[src/include/disc_ctl_pkg.sv]
package disc_ctl_pkg;
    // ----------------------------------------
    // Field layout (bit 0 is the MSB in the documented numbering)
    // ----------------------------------------
    localparam int DRIVES          = 4;
    localparam int DA_DRIVE_HI     = 15;
    localparam int DA_FORMAT       = 13;
    localparam int DA_SURF_HI      = 12;
    localparam int DA_SURF_LO      = 8;
    localparam int DA_SECT_HI      = 7;
    localparam int DA_SECT_LO      = 4;
    localparam int DA_CNT_HI       = 3;
    localparam logic [4:0] LAST_SURFACE = 5'h13;
    localparam logic [3:0] LAST_SECTOR  = 4'hb;
    localparam int ST_RW_DONE      = 15;
    localparam int ST_SEEK_DONE_HI = 14;
    localparam int ST_SEEKING_HI   = 10;
    localparam int ST_READY        = 6;
    localparam int ST_SEEK_ERR     = 5;
    localparam int ST_END_ERR      = 4;
    localparam int ST_ADDR_ERR     = 3;
    localparam int ST_CHECK_ERR    = 2;
    localparam int ST_LATE         = 1;
    localparam int ST_ERROR        = 0;
    localparam logic [15:0] DA_RESET = 16'h0000;
    localparam logic [14:0] PTR_RESET = 15'h0000;
    // ----------------------------------------
    // Commands and timing
    // ----------------------------------------
    typedef enum logic [1:0] {
        CMD_READ  = 2'b00,
        CMD_WRITE = 2'b01,
        CMD_SEEK  = 2'b10,
        CMD_RECAL = 2'b11
    } cmd_t;
    typedef enum logic [1:0] {
        XS_IDLE = 2'b00,
        XS_XFER = 2'b01,
        XS_NEXT = 2'b10
    } xfer_state_t;
    localparam real CLK_MHZ        = 100.0;
    localparam real LATE_US        = 25.6;
    localparam int  LATE_CYCLES    = int'($floor(LATE_US * CLK_MHZ));
    localparam logic [8:0] WORDS_PER_SECTOR = 9'h100;
    localparam int FIFO_DEPTH = 4;
endpackage

[src/hdl/disc_ctl.sv]
`timescale 1ns/1ps
// ----------------------------------------
// Word FIFO in the data channel path
// ----------------------------------------
module word_fifo #(
    parameter int WIDTH = 16,
    parameter int DEPTH = 4
) (
    input  wire logic             clk,
    input  wire logic             rst_n,
    input  wire logic             flush,
    input  wire logic             in_valid,
    output logic                  in_ready,
    input  wire logic [WIDTH-1:0] in_data,
    output logic                  out_valid,
    input  wire logic             out_ready,
    output logic [WIDTH-1:0]      out_data
);
    localparam int AW = $clog2(DEPTH);
    logic [WIDTH-1:0] mem [DEPTH];
    logic [AW-1:0]    wr_reg;
    logic [AW-1:0]    rd_reg;
    logic [AW:0]      cnt_reg;
    wire push = in_valid && in_ready;
    wire pop  = out_valid && out_ready;
    assign in_ready  = (cnt_reg != (AW+1)'(DEPTH)) && !flush;
    assign out_valid = (cnt_reg != '0);
    assign out_data  = mem[rd_reg];
    // Storage has no reset: only pointers matter
    always_ff @(posedge clk) begin
        if (push) begin
            mem[wr_reg] <= in_data;
        end
    end
    // Pointers; flush empties in one cycle
    always_ff @(posedge clk or negedge rst_n) begin
        if (!rst_n) begin
            wr_reg  <= '0;
            rd_reg  <= '0;
            cnt_reg <= '0;
        end else if (flush) begin
            wr_reg  <= '0;
            rd_reg  <= '0;
            cnt_reg <= '0;
        end else begin
            wr_reg  <= push ? AW'(wr_reg + 1'b1) : wr_reg;
            rd_reg  <= pop ? AW'(rd_reg + 1'b1) : rd_reg;
            cnt_reg <= (AW+1)'(cnt_reg + push - pop);
        end
    end
endmodule

// ----------------------------------------
// Disc pack controller core
// ----------------------------------------
module disc_ctl
    import disc_ctl_pkg::*;
(
    input  wire logic        clk,
    input  wire logic        rst_n,
    input  wire logic        start_fn,
    input  wire logic        clear_fn,
    input  wire logic        pulse_fn,
    input  wire logic        load_disc_address_instr,
    input  wire logic        load_cmd_instr,
    input  wire logic        load_ptr_instr,
    input  wire logic [15:0] accumulator,
    output logic [15:0]      controller_flags,
    output logic [15:0]      disc_position_and_count,
    output logic [14:0]      word_ptr,
    output logic             busy,
    output logic             intr_req,
    output logic [3:0]       format_mode,
    output logic [3:0]       seek_strobe,
    output logic [1:0]       seek_kind,
    output logic [7:0]       seek_cyl,
    input  wire logic [3:0]  drive_seek_done,
    input  wire logic [3:0]  drive_seek_fail,
    input  wire logic [3:0]  drive_ready,
    input  wire logic [3:0]  drive_unsafe,
    input  wire logic        disc_word_valid,
    output logic             disc_word_ready,
    input  wire logic [15:0] disc_word,
    input  wire logic        sector_end,
    input  wire logic        check_mismatch,
    input  wire logic        addr_mismatch,
    output logic             chan_req,
    output logic [15:0]      chan_data,
    output logic [14:0]      chan_addr,
    input  wire logic        chan_ack
);
    import disc_ctl_pkg::*;
    // ----------------------------------------
    // Reset release
    // ----------------------------------------
    logic rs1_reg;
    logic rst_sync_n;
    always_ff @(posedge clk or negedge rst_n) begin
        if (!rst_n) begin
            rs1_reg    <= 1'b0;
            rst_sync_n <= 1'b0;
        end else begin
            rs1_reg    <= 1'b1;
            rst_sync_n <= rs1_reg;
        end
    end

    // ----------------------------------------
    // State
    // ----------------------------------------
    logic [15:0]  da_reg;
    logic [15:0]  cmdcyl_reg;
    logic [14:0]  ptr_reg;
    logic         busy_reg;
    logic         done_reg;
    logic [3:0]   sdone_reg;
    logic [3:0]   seeking_reg;
    logic         seek_err_reg, end_err_reg, addr_err_reg, chk_err_reg, late_reg;
    logic [3:0]   fmt_reg;
    xfer_state_t  xs_reg;
    logic [15:0]  late_cnt_reg;
    logic         stop_reg;

    // Decoded fields and events
    wire [1:0] sel     = da_reg[DA_DRIVE_HI -: 2];
    wire [1:0] cmd     = cmdcyl_reg[9:8];
    wire       cmd_rw  = !cmd[1];
    wire       launch_rw   = start_fn && cmd_rw && !busy_reg && !clear_fn;
    wire       launch_seek = (pulse_fn || start_fn) && !cmd_rw && !clear_fn;
    wire [3:0] sel_hot = 4'b0001 << sel;
    wire       f_valid, f_ready;
    wire [15:0] f_data;
    wire       word_moved  = chan_req && chan_ack;
    wire [14:0] ptr_next   = load_ptr_instr ? accumulator[14:0]
                             : word_moved ? 15'(ptr_reg + 15'h1) : ptr_reg;
    // Ready is registered, so it rests a cycle after each word taken
    wire       took_word   = disc_word_valid && disc_word_ready;
    wire       late_hit    = (xs_reg != XS_IDLE) && chan_req
                             && (late_cnt_reg == 16'(LATE_CYCLES));
    wire [3:0] cnt_next    = da_reg[DA_CNT_HI:0] + 4'h1;
    wire       cnt_ovf     = (da_reg[DA_CNT_HI:0] == 4'hf);
    wire       last_sect   = (da_reg[DA_SECT_HI:DA_SECT_LO] == LAST_SECTOR);
    wire       last_surf   = (da_reg[DA_SURF_HI:DA_SURF_LO] == LAST_SURFACE);
    wire       sector_done = (xs_reg == XS_XFER) && sector_end;
    wire       end_hit     = sector_done && !cnt_ovf && last_sect && last_surf;
    wire       ending      = sector_done && (cnt_ovf || end_hit || stop_reg
                             || late_hit);
    // Done waits until the words already taken have reached memory, unless the late deadline is hit
    wire       drained     = !f_valid && !chan_req;
    wire       finish      = (xs_reg == XS_NEXT) && (drained || late_hit);
    wire       any_err = seek_err_reg | end_err_reg | addr_err_reg | chk_err_reg | late_reg;

    // ----------------------------------------
    // Address/count register
    // ----------------------------------------
    always_ff @(posedge clk or negedge rst_sync_n) begin
        if (!rst_sync_n) begin
            da_reg  <= DA_RESET;
            fmt_reg <= 4'h0;
        end else if (load_disc_address_instr) begin
            da_reg  <= accumulator;
            fmt_reg <= accumulator[DA_FORMAT] ? (4'b0001 << accumulator[DA_DRIVE_HI -: 2])
                       : 4'h0;
        end else if (sector_done) begin
            da_reg[DA_CNT_HI:0] <= cnt_next;
            if (last_sect) begin
                da_reg[DA_SECT_HI:DA_SECT_LO] <= 4'h0;
                if (!last_surf) begin
                    da_reg[DA_SURF_HI:DA_SURF_LO] <=
                        5'(da_reg[DA_SURF_HI:DA_SURF_LO] + 5'h1);
                end
            end else begin
                da_reg[DA_SECT_HI:DA_SECT_LO] <=
                    4'(da_reg[DA_SECT_HI:DA_SECT_LO] + 4'h1);
            end
        end
    end

    // Command/cylinder register and word pointer
    always_ff @(posedge clk or negedge rst_sync_n) begin
        if (!rst_sync_n) begin
            cmdcyl_reg <= 16'h0000;
            ptr_reg    <= PTR_RESET;
        end else begin
            if (load_cmd_instr) cmdcyl_reg <= accumulator;
            if (load_ptr_instr) ptr_reg <= accumulator[14:0];
            else if (word_moved) ptr_reg <= 15'(ptr_reg + 15'h1);
        end
    end

    // ----------------------------------------
    // Transfer sequencer: one transfer at a time
    // ----------------------------------------
    always_ff @(posedge clk or negedge rst_sync_n) begin
        if (!rst_sync_n) begin
            xs_reg       <= XS_IDLE;
            late_cnt_reg <= 16'h0000;
            stop_reg     <= 1'b0;
        end else if (clear_fn) begin
            xs_reg       <= XS_IDLE;
            stop_reg     <= 1'b0;
            late_cnt_reg <= 16'h0000;
        end else begin
            case (xs_reg)
                XS_IDLE: begin
                    stop_reg <= 1'b0;
                    if (launch_rw) xs_reg <= XS_XFER;
                end
                XS_XFER: begin
                    if (late_hit) stop_reg <= 1'b1;
                    if (addr_mismatch) stop_reg <= 1'b1;
                    if (ending) xs_reg <= XS_NEXT;
                end
                XS_NEXT: begin
                    if (finish) xs_reg <= XS_IDLE;
                end
                default: xs_reg <= XS_IDLE;
            endcase
            late_cnt_reg <= (!chan_req || chan_ack) ? 16'h0000
                            : 16'(late_cnt_reg + 16'h1);
        end
    end

    // ----------------------------------------
    // Flags
    // ----------------------------------------
    always_ff @(posedge clk or negedge rst_sync_n) begin
        if (!rst_sync_n) begin
            busy_reg     <= 1'b0;
            done_reg     <= 1'b0;
            seek_err_reg <= 1'b0;
            end_err_reg  <= 1'b0;
            addr_err_reg <= 1'b0;
            chk_err_reg  <= 1'b0;
            late_reg     <= 1'b0;
        end else if (clear_fn) begin
            busy_reg     <= 1'b0;
            done_reg     <= 1'b0;
            seek_err_reg <= 1'b0;
            end_err_reg  <= 1'b0;
            addr_err_reg <= 1'b0;
            chk_err_reg  <= 1'b0;
            late_reg     <= 1'b0;
        end else begin
            // Start clears errors; a same-cycle set still wins below
            if (start_fn) begin
                busy_reg     <= 1'b1;
                done_reg     <= 1'b0;
                seek_err_reg <= 1'b0;
                end_err_reg  <= 1'b0;
                addr_err_reg <= 1'b0;
                chk_err_reg  <= 1'b0;
                late_reg     <= 1'b0;
            end else if (finish) begin
                busy_reg <= 1'b0;
                done_reg <= 1'b1;
            end else if (busy_reg && !cmd_rw && |(drive_seek_done & sel_hot)) begin
                busy_reg <= 1'b0;
            end
            if (|(drive_seek_fail & sel_hot)) seek_err_reg <= 1'b1;
            if (end_hit) end_err_reg <= 1'b1;
            if (addr_mismatch || drive_unsafe[sel]) addr_err_reg <= 1'b1;
            if (sector_done && check_mismatch) chk_err_reg <= 1'b1;
            if (late_hit) late_reg <= 1'b1;
        end
    end

    // Per-drive seek tracking; completion set wins over the command-load clear, clear_fn wins over both
    always_ff @(posedge clk or negedge rst_sync_n) begin
        if (!rst_sync_n) begin
            seeking_reg <= 4'h0;
            sdone_reg   <= 4'h0;
        end else if (clear_fn) begin
            seeking_reg <= 4'h0;
            sdone_reg   <= 4'h0;
        end else begin
            seeking_reg <= (seeking_reg & ~drive_seek_done)
                           | (launch_seek ? sel_hot : 4'h0);
            sdone_reg   <= (sdone_reg & ~(load_cmd_instr ?
                           {accumulator[11], accumulator[12], accumulator[13],
                            accumulator[14]} : 4'h0))
                           | (drive_seek_done & seeking_reg);
        end
    end

    // ----------------------------------------
    // Data path through the FIFO
    // ----------------------------------------
    word_fifo #(.WIDTH(16), .DEPTH(FIFO_DEPTH)) u_fifo (
        .clk       (clk),
        .rst_n     (rst_sync_n),
        .flush     (clear_fn || xs_reg == XS_IDLE),
        .in_valid  (took_word),
        .in_ready  (f_ready),
        .in_data   (disc_word),
        .out_valid (f_valid),
        .out_ready (!chan_req || chan_ack),
        .out_data  (f_data)
    );

    // Channel request holds until acknowledged, or until clear or the sequencer returning to idle drops it
    always_ff @(posedge clk or negedge rst_sync_n) begin
        if (!rst_sync_n) begin
            chan_req  <= 1'b0;
            chan_data <= 16'h0000;
        end else if (clear_fn || xs_reg == XS_IDLE) begin
            chan_req  <= 1'b0;
        end else if (!chan_req || chan_ack) begin
            chan_req  <= f_valid;
            chan_data <= f_data;
        end
    end

    // ----------------------------------------
    // Registered outputs
    // ----------------------------------------
    wire [15:0] flags_next = {done_reg,
                              sdone_reg[0], sdone_reg[1], sdone_reg[2], sdone_reg[3],
                              seeking_reg[0], seeking_reg[1], seeking_reg[2],
                              seeking_reg[3],
                              drive_ready[sel] && !seeking_reg[sel],
                              seek_err_reg, end_err_reg, addr_err_reg, chk_err_reg,
                              late_reg, any_err};
    always_ff @(posedge clk or negedge rst_sync_n) begin
        if (!rst_sync_n) begin
            controller_flags        <= 16'h0000;
            disc_position_and_count <= DA_RESET;
            word_ptr                <= PTR_RESET;
            busy                    <= 1'b0;
            intr_req                <= 1'b0;
            format_mode             <= 4'h0;
            seek_strobe             <= 4'h0;
            seek_kind               <= 2'b00;
            seek_cyl                <= 8'h00;
            disc_word_ready         <= 1'b0;
            chan_addr               <= PTR_RESET;
        end else begin
            controller_flags        <= flags_next;
            disc_position_and_count <= da_reg;
            word_ptr                <= ptr_reg;
            busy                    <= busy_reg;
            intr_req                <= done_reg || (|sdone_reg);
            format_mode             <= fmt_reg;
            seek_strobe             <= launch_seek ? sel_hot : 4'h0;
            seek_kind               <= cmd;
            seek_cyl                <= cmdcyl_reg[7:0];
            disc_word_ready         <= f_ready && (xs_reg == XS_XFER) && !took_word;
            chan_addr               <= ptr_next;
        end
    end

    // ----------------------------------------
    // Checks
    // ----------------------------------------
    property p_intr;
        @(posedge clk) disable iff (!rst_sync_n)
        (done_reg || |sdone_reg) |=> intr_req;
    endproperty
    a_intr: assert property (p_intr) else $error("intr missing");
    property p_clear;
        @(posedge clk) disable iff (!rst_sync_n)
        clear_fn |=> !busy_reg && !done_reg && !any_err && xs_reg == XS_IDLE;
    endproperty
    a_clear: assert property (p_clear) else $error("clear failed");
    property p_start;
        @(posedge clk) disable iff (!rst_sync_n)
        (start_fn && !clear_fn) |=> busy_reg && !done_reg;
    endproperty
    a_start: assert property (p_start) else $error("start failed");
    property p_pulse;
        @(posedge clk) disable iff (!rst_sync_n)
        (pulse_fn && !start_fn && !clear_fn && !finish) |=> busy_reg == $past(busy_reg);
    endproperty
    a_pulse: assert property (p_pulse) else $error("pulse moved busy");
    property p_ptr;
        @(posedge clk) disable iff (!rst_sync_n)
        (word_moved && !load_ptr_instr) |=> ptr_reg == 15'($past(ptr_reg) + 15'h1);
    endproperty
    a_ptr: assert property (p_ptr) else $error("pointer stuck");
    property p_cnt;
        @(posedge clk) disable iff (!rst_sync_n)
        (sector_done && !load_disc_address_instr) |=> da_reg[3:0] == $past(cnt_next);
    endproperty
    a_cnt: assert property (p_cnt) else $error("count stuck");
    property p_sum;
        @(posedge clk) disable iff (!rst_sync_n)
        controller_flags[ST_ERROR] == |controller_flags[ST_SEEK_ERR:ST_LATE];
    endproperty
    a_sum: assert property (p_sum) else $error("summary wrong");
    property p_fin;
        @(posedge clk) disable iff (!rst_sync_n)
        (finish && !clear_fn && !start_fn) |=> done_reg && !busy_reg ##1 intr_req;
    endproperty
    a_fin: assert property (p_fin) else $error("finish wrong");
    c_rw:   cover property (@(posedge clk) sector_done ##[1:100] finish);
    c_seek: cover property (@(posedge clk) launch_seek ##[1:1000] |sdone_reg);
    c_late: cover property (@(posedge clk) late_hit);
endmodule

[config.mk]
export PLATFORM = sky130hd
export DESIGN_NAME = disc_ctl
export DESIGN_NICKNAME = d
export VERILOG_FILES = /design/src/include/disc_ctl_pkg.sv /design/src/hdl/disc_ctl.sv
export SDC_FILE = /design/constraint.sdc
export NUM_CORES = 1
export LEC_CHECK = 0
export ABC_AREA = 1
export ABC_CLOCK_PERIOD_IN_PS = 4950
export BUFFER_PORTS_ARGS = -buffer_cell sky130_fd_sc_hd__buf_2
export CAP_MARGIN = 5
export CORE_MARGIN = 2
export CORE_UTILIZATION = 50
export DETAILED_ROUTE_END_ITERATION = 8
export PLACE_DENSITY = 0.76
export SLEW_MARGIN = 20
export SYNTH_ARGS = -nofsm -noshare
export SYNTH_HDL_FRONTEND = slang
export SYNTH_SLANG_ARGS = --single-unit
[constraint.sdc]
create_clock -name clk -period 4.95 [get_ports clk]
set_input_delay 0.99 -clock clk [delete_from_list [all_inputs] [get_ports clk]]
set_output_delay 0.99 -clock clk [all_outputs]
set_load 0.01 [all_outputs]
==> qor.yml <==
status: "finished clean"
postRouteWirelength_um: 20700
multi_input_area_mm2: 0.00278
min_period_ns: 2.46
initial_core_util: 0.508
htreeDepth: 1
drt-initial-drc-count: 375
regArea_mm2: 0.00625
hp-class: "in2async"
top_register: "u_fifo.mem"
grt_pass1_wl_um: 33000
clock_sinks: 237
fin_ws_ns: 2.49
clk_latency_ns: 0.51
gp_congestion: 0.838
slew_violations: 0
final_core_util: 0.608
cts_tree: "built"
wire_per_inst_um: 16.2
hpwl_um: 13900
cts.clk_slew.worst_paths_ns: 0.06
fin_skew_ns: 0.0140
cp-end-kind: "flop"
drt-vias-per-instance: 5.28
antenna_found_initial: 2
antenna_left: 0
fin_cells: 1272
p_sw_mw: 1.21
cp-start-kind: "flop"
grt_overflow: 0
crit_type: "reg2reg"
p_leak_nw: 5.19
postCtsHoldBufs: 0
rsz0062_at_grt: "no"
reg2reg_to: "chan_data[11]"
n_fill_cell: 1483
cap_violations: 0
swShare: 0.254
pwr-share-comb: 0.127
slew_headroom: 0.257
grtUsageTotal: 0.206
dr_total_vias: 6712
finalSetupViolations: 0
critical_path_arrival_ns: 2.85
yosysWarnings: 0
std_cell_rows: 50
synth_cell_types: 55
pre_cts_slack_ns: 2.16
r2r-start: "u_fifo.rd_reg[0]"
io_buffers: 160
io_pins: 161
synth_edf_count: 64
first_pass_iters: 4
drive_above_1_share: 0.247
core_area_mm2: 0.0186
hold_viol: 0
async_flop_share: 0.730
clock_path_buffers: 3
peakVddDrop_mv: 0.286
regToRegSetupSlack_ns: 2.49
fmax_mhz: 407
fin_area_mm2: 0.0113
synth_ff_type: "dfrtp_1"
grt_pass1_vias: 6595
finalNetCount: 1091
reg2reg_depth: 4
avgSynthCellArea_um2: 11.2
power_frac_clock: 0.384
syn_area_mm2: 0.00947
seqPwrFrac: 0.489
cts.root.buffer_cell: "clkbuf_16"
crit_required_ns: 5.35
grt_max_degree: 123
period_share: 0.497
place_area_mm2: 0.0105
die_h_um: 142
dieWidth_um: 142
drc: 0
yosysSeqAreaShare: 0.660
synthesis.nets: 916
ys_ff_latch: 237
final_common_cell: "dfrtp_1"
mostFrequentLayoutCells: "dfrtp_1 (172), buf_2 (160), nand2_1 (137), nor2_1 (88), inv_1 (78)"
post_cts_buffers: 0
tightest_slew_ns: 1.11
cts_buffers: 26
p_int_mw: 3.54
synth_cells: 842
hold_slack_ns: 0.259
largest_reg_flops: 64
ctsResizeCount: 0
dp.cells: 1223
area_growth_pct: 19.7
finalPower_mw: 4.75
die-area_mm2: 0.0200
setup_tns_ns: 0
power_density_mw_per_mm2: 419
crit_fanout: 36
startpoint: "u_fifo.rd_reg[0]"
## power by group through the flow
stage	Sequential (mW)	Clock [mW]	Combinational, mW
after floorplan	2.41	0	0.290
after global placement	2.35	0	0.592
after detailed placement	2.35	0	0.605
after CTS	2.32	1.86	0.611
after global routing	2.34	1.93	0.672
final	2.32	1.82	0.604
## how the worst max path moves through the flow
stage	end	cells past startpoint
2_1_floorplan	addr_err_reg	0
3_3_place_gp	u_fifo.cnt_reg[2]	11
3_5_place_dp	u_fifo.cnt_reg[2]	11
4_1_cts	chan_data[11]	4
5_1_grt	chan_data[0]	4
6_report	chan_data[11]	4
## per-layer routing
| metal | GRT usage | up-vias | part of all wire |
|---|---|---|---|
| met4 | 0.0579 | 0 | 0.018 |
| met5 | 0 | - | 0 |
| met3 | 0.0483 | 30 | 0.071 |
| met1 | 0.275 | 3257 | 0.43 |
| met2 | 0.341 | 219 | 0.49 |
| li1 | - | 3206 | - |
## synthesized netlist by cell type, types with 9 or more instances
cell type	instances	share of area
ha_1	12	0.016
nor3_1	9	0.0048
o21ai_0	70	0.037
nand3_1	27	0.014
inv_2	9	0.0036
o221ai_1	9	0.0083
inv_1	78	0.031
edfxtp_1	64	0.20
mux2_2	12	0.014
a21oi_1	31	0.016
nor2_1	88	0.035
o22ai_1	21	0.014
dfrtp_1	173	0.46
nand2_1	137	0.054
## worst max-delay path: stages (launching register included)
cell	delay, ns
dfrtp_1	1.08
inv_2	0.50
o21ai_0	0.33
o22ai_1	0.15
mux2_2	0.28
## cells by family (layout without fill, tap and decap cells)
logic type                 after synthesis  in the layout  share of synthesized area
xor gates and xnor gates                12             12                     0.0111
DFF                                    237            237                      0.660
buffers and inverters                  106            300                     0.0464
and+or+nand+nor                        296            296                      0.144
adders and majority gates               13             13                     0.0180
muxes                                   16             16                     0.0206
AOI/OAI and AO/OA                      161            161                     0.0989
other                                    1              3                   0.000396
## layout make-up
type                    count  share of cell area
clock buffers              33              0.0643
inverters                  88              0.0294
well taps                 234              0.0258
multi-input cells         499               0.245
diodes                      2            0.000442
clock inverters            14             0.00817
repair buffers            165              0.0751
flip-flops and latches    237               0.552
(Power assumes the default switching activity.)
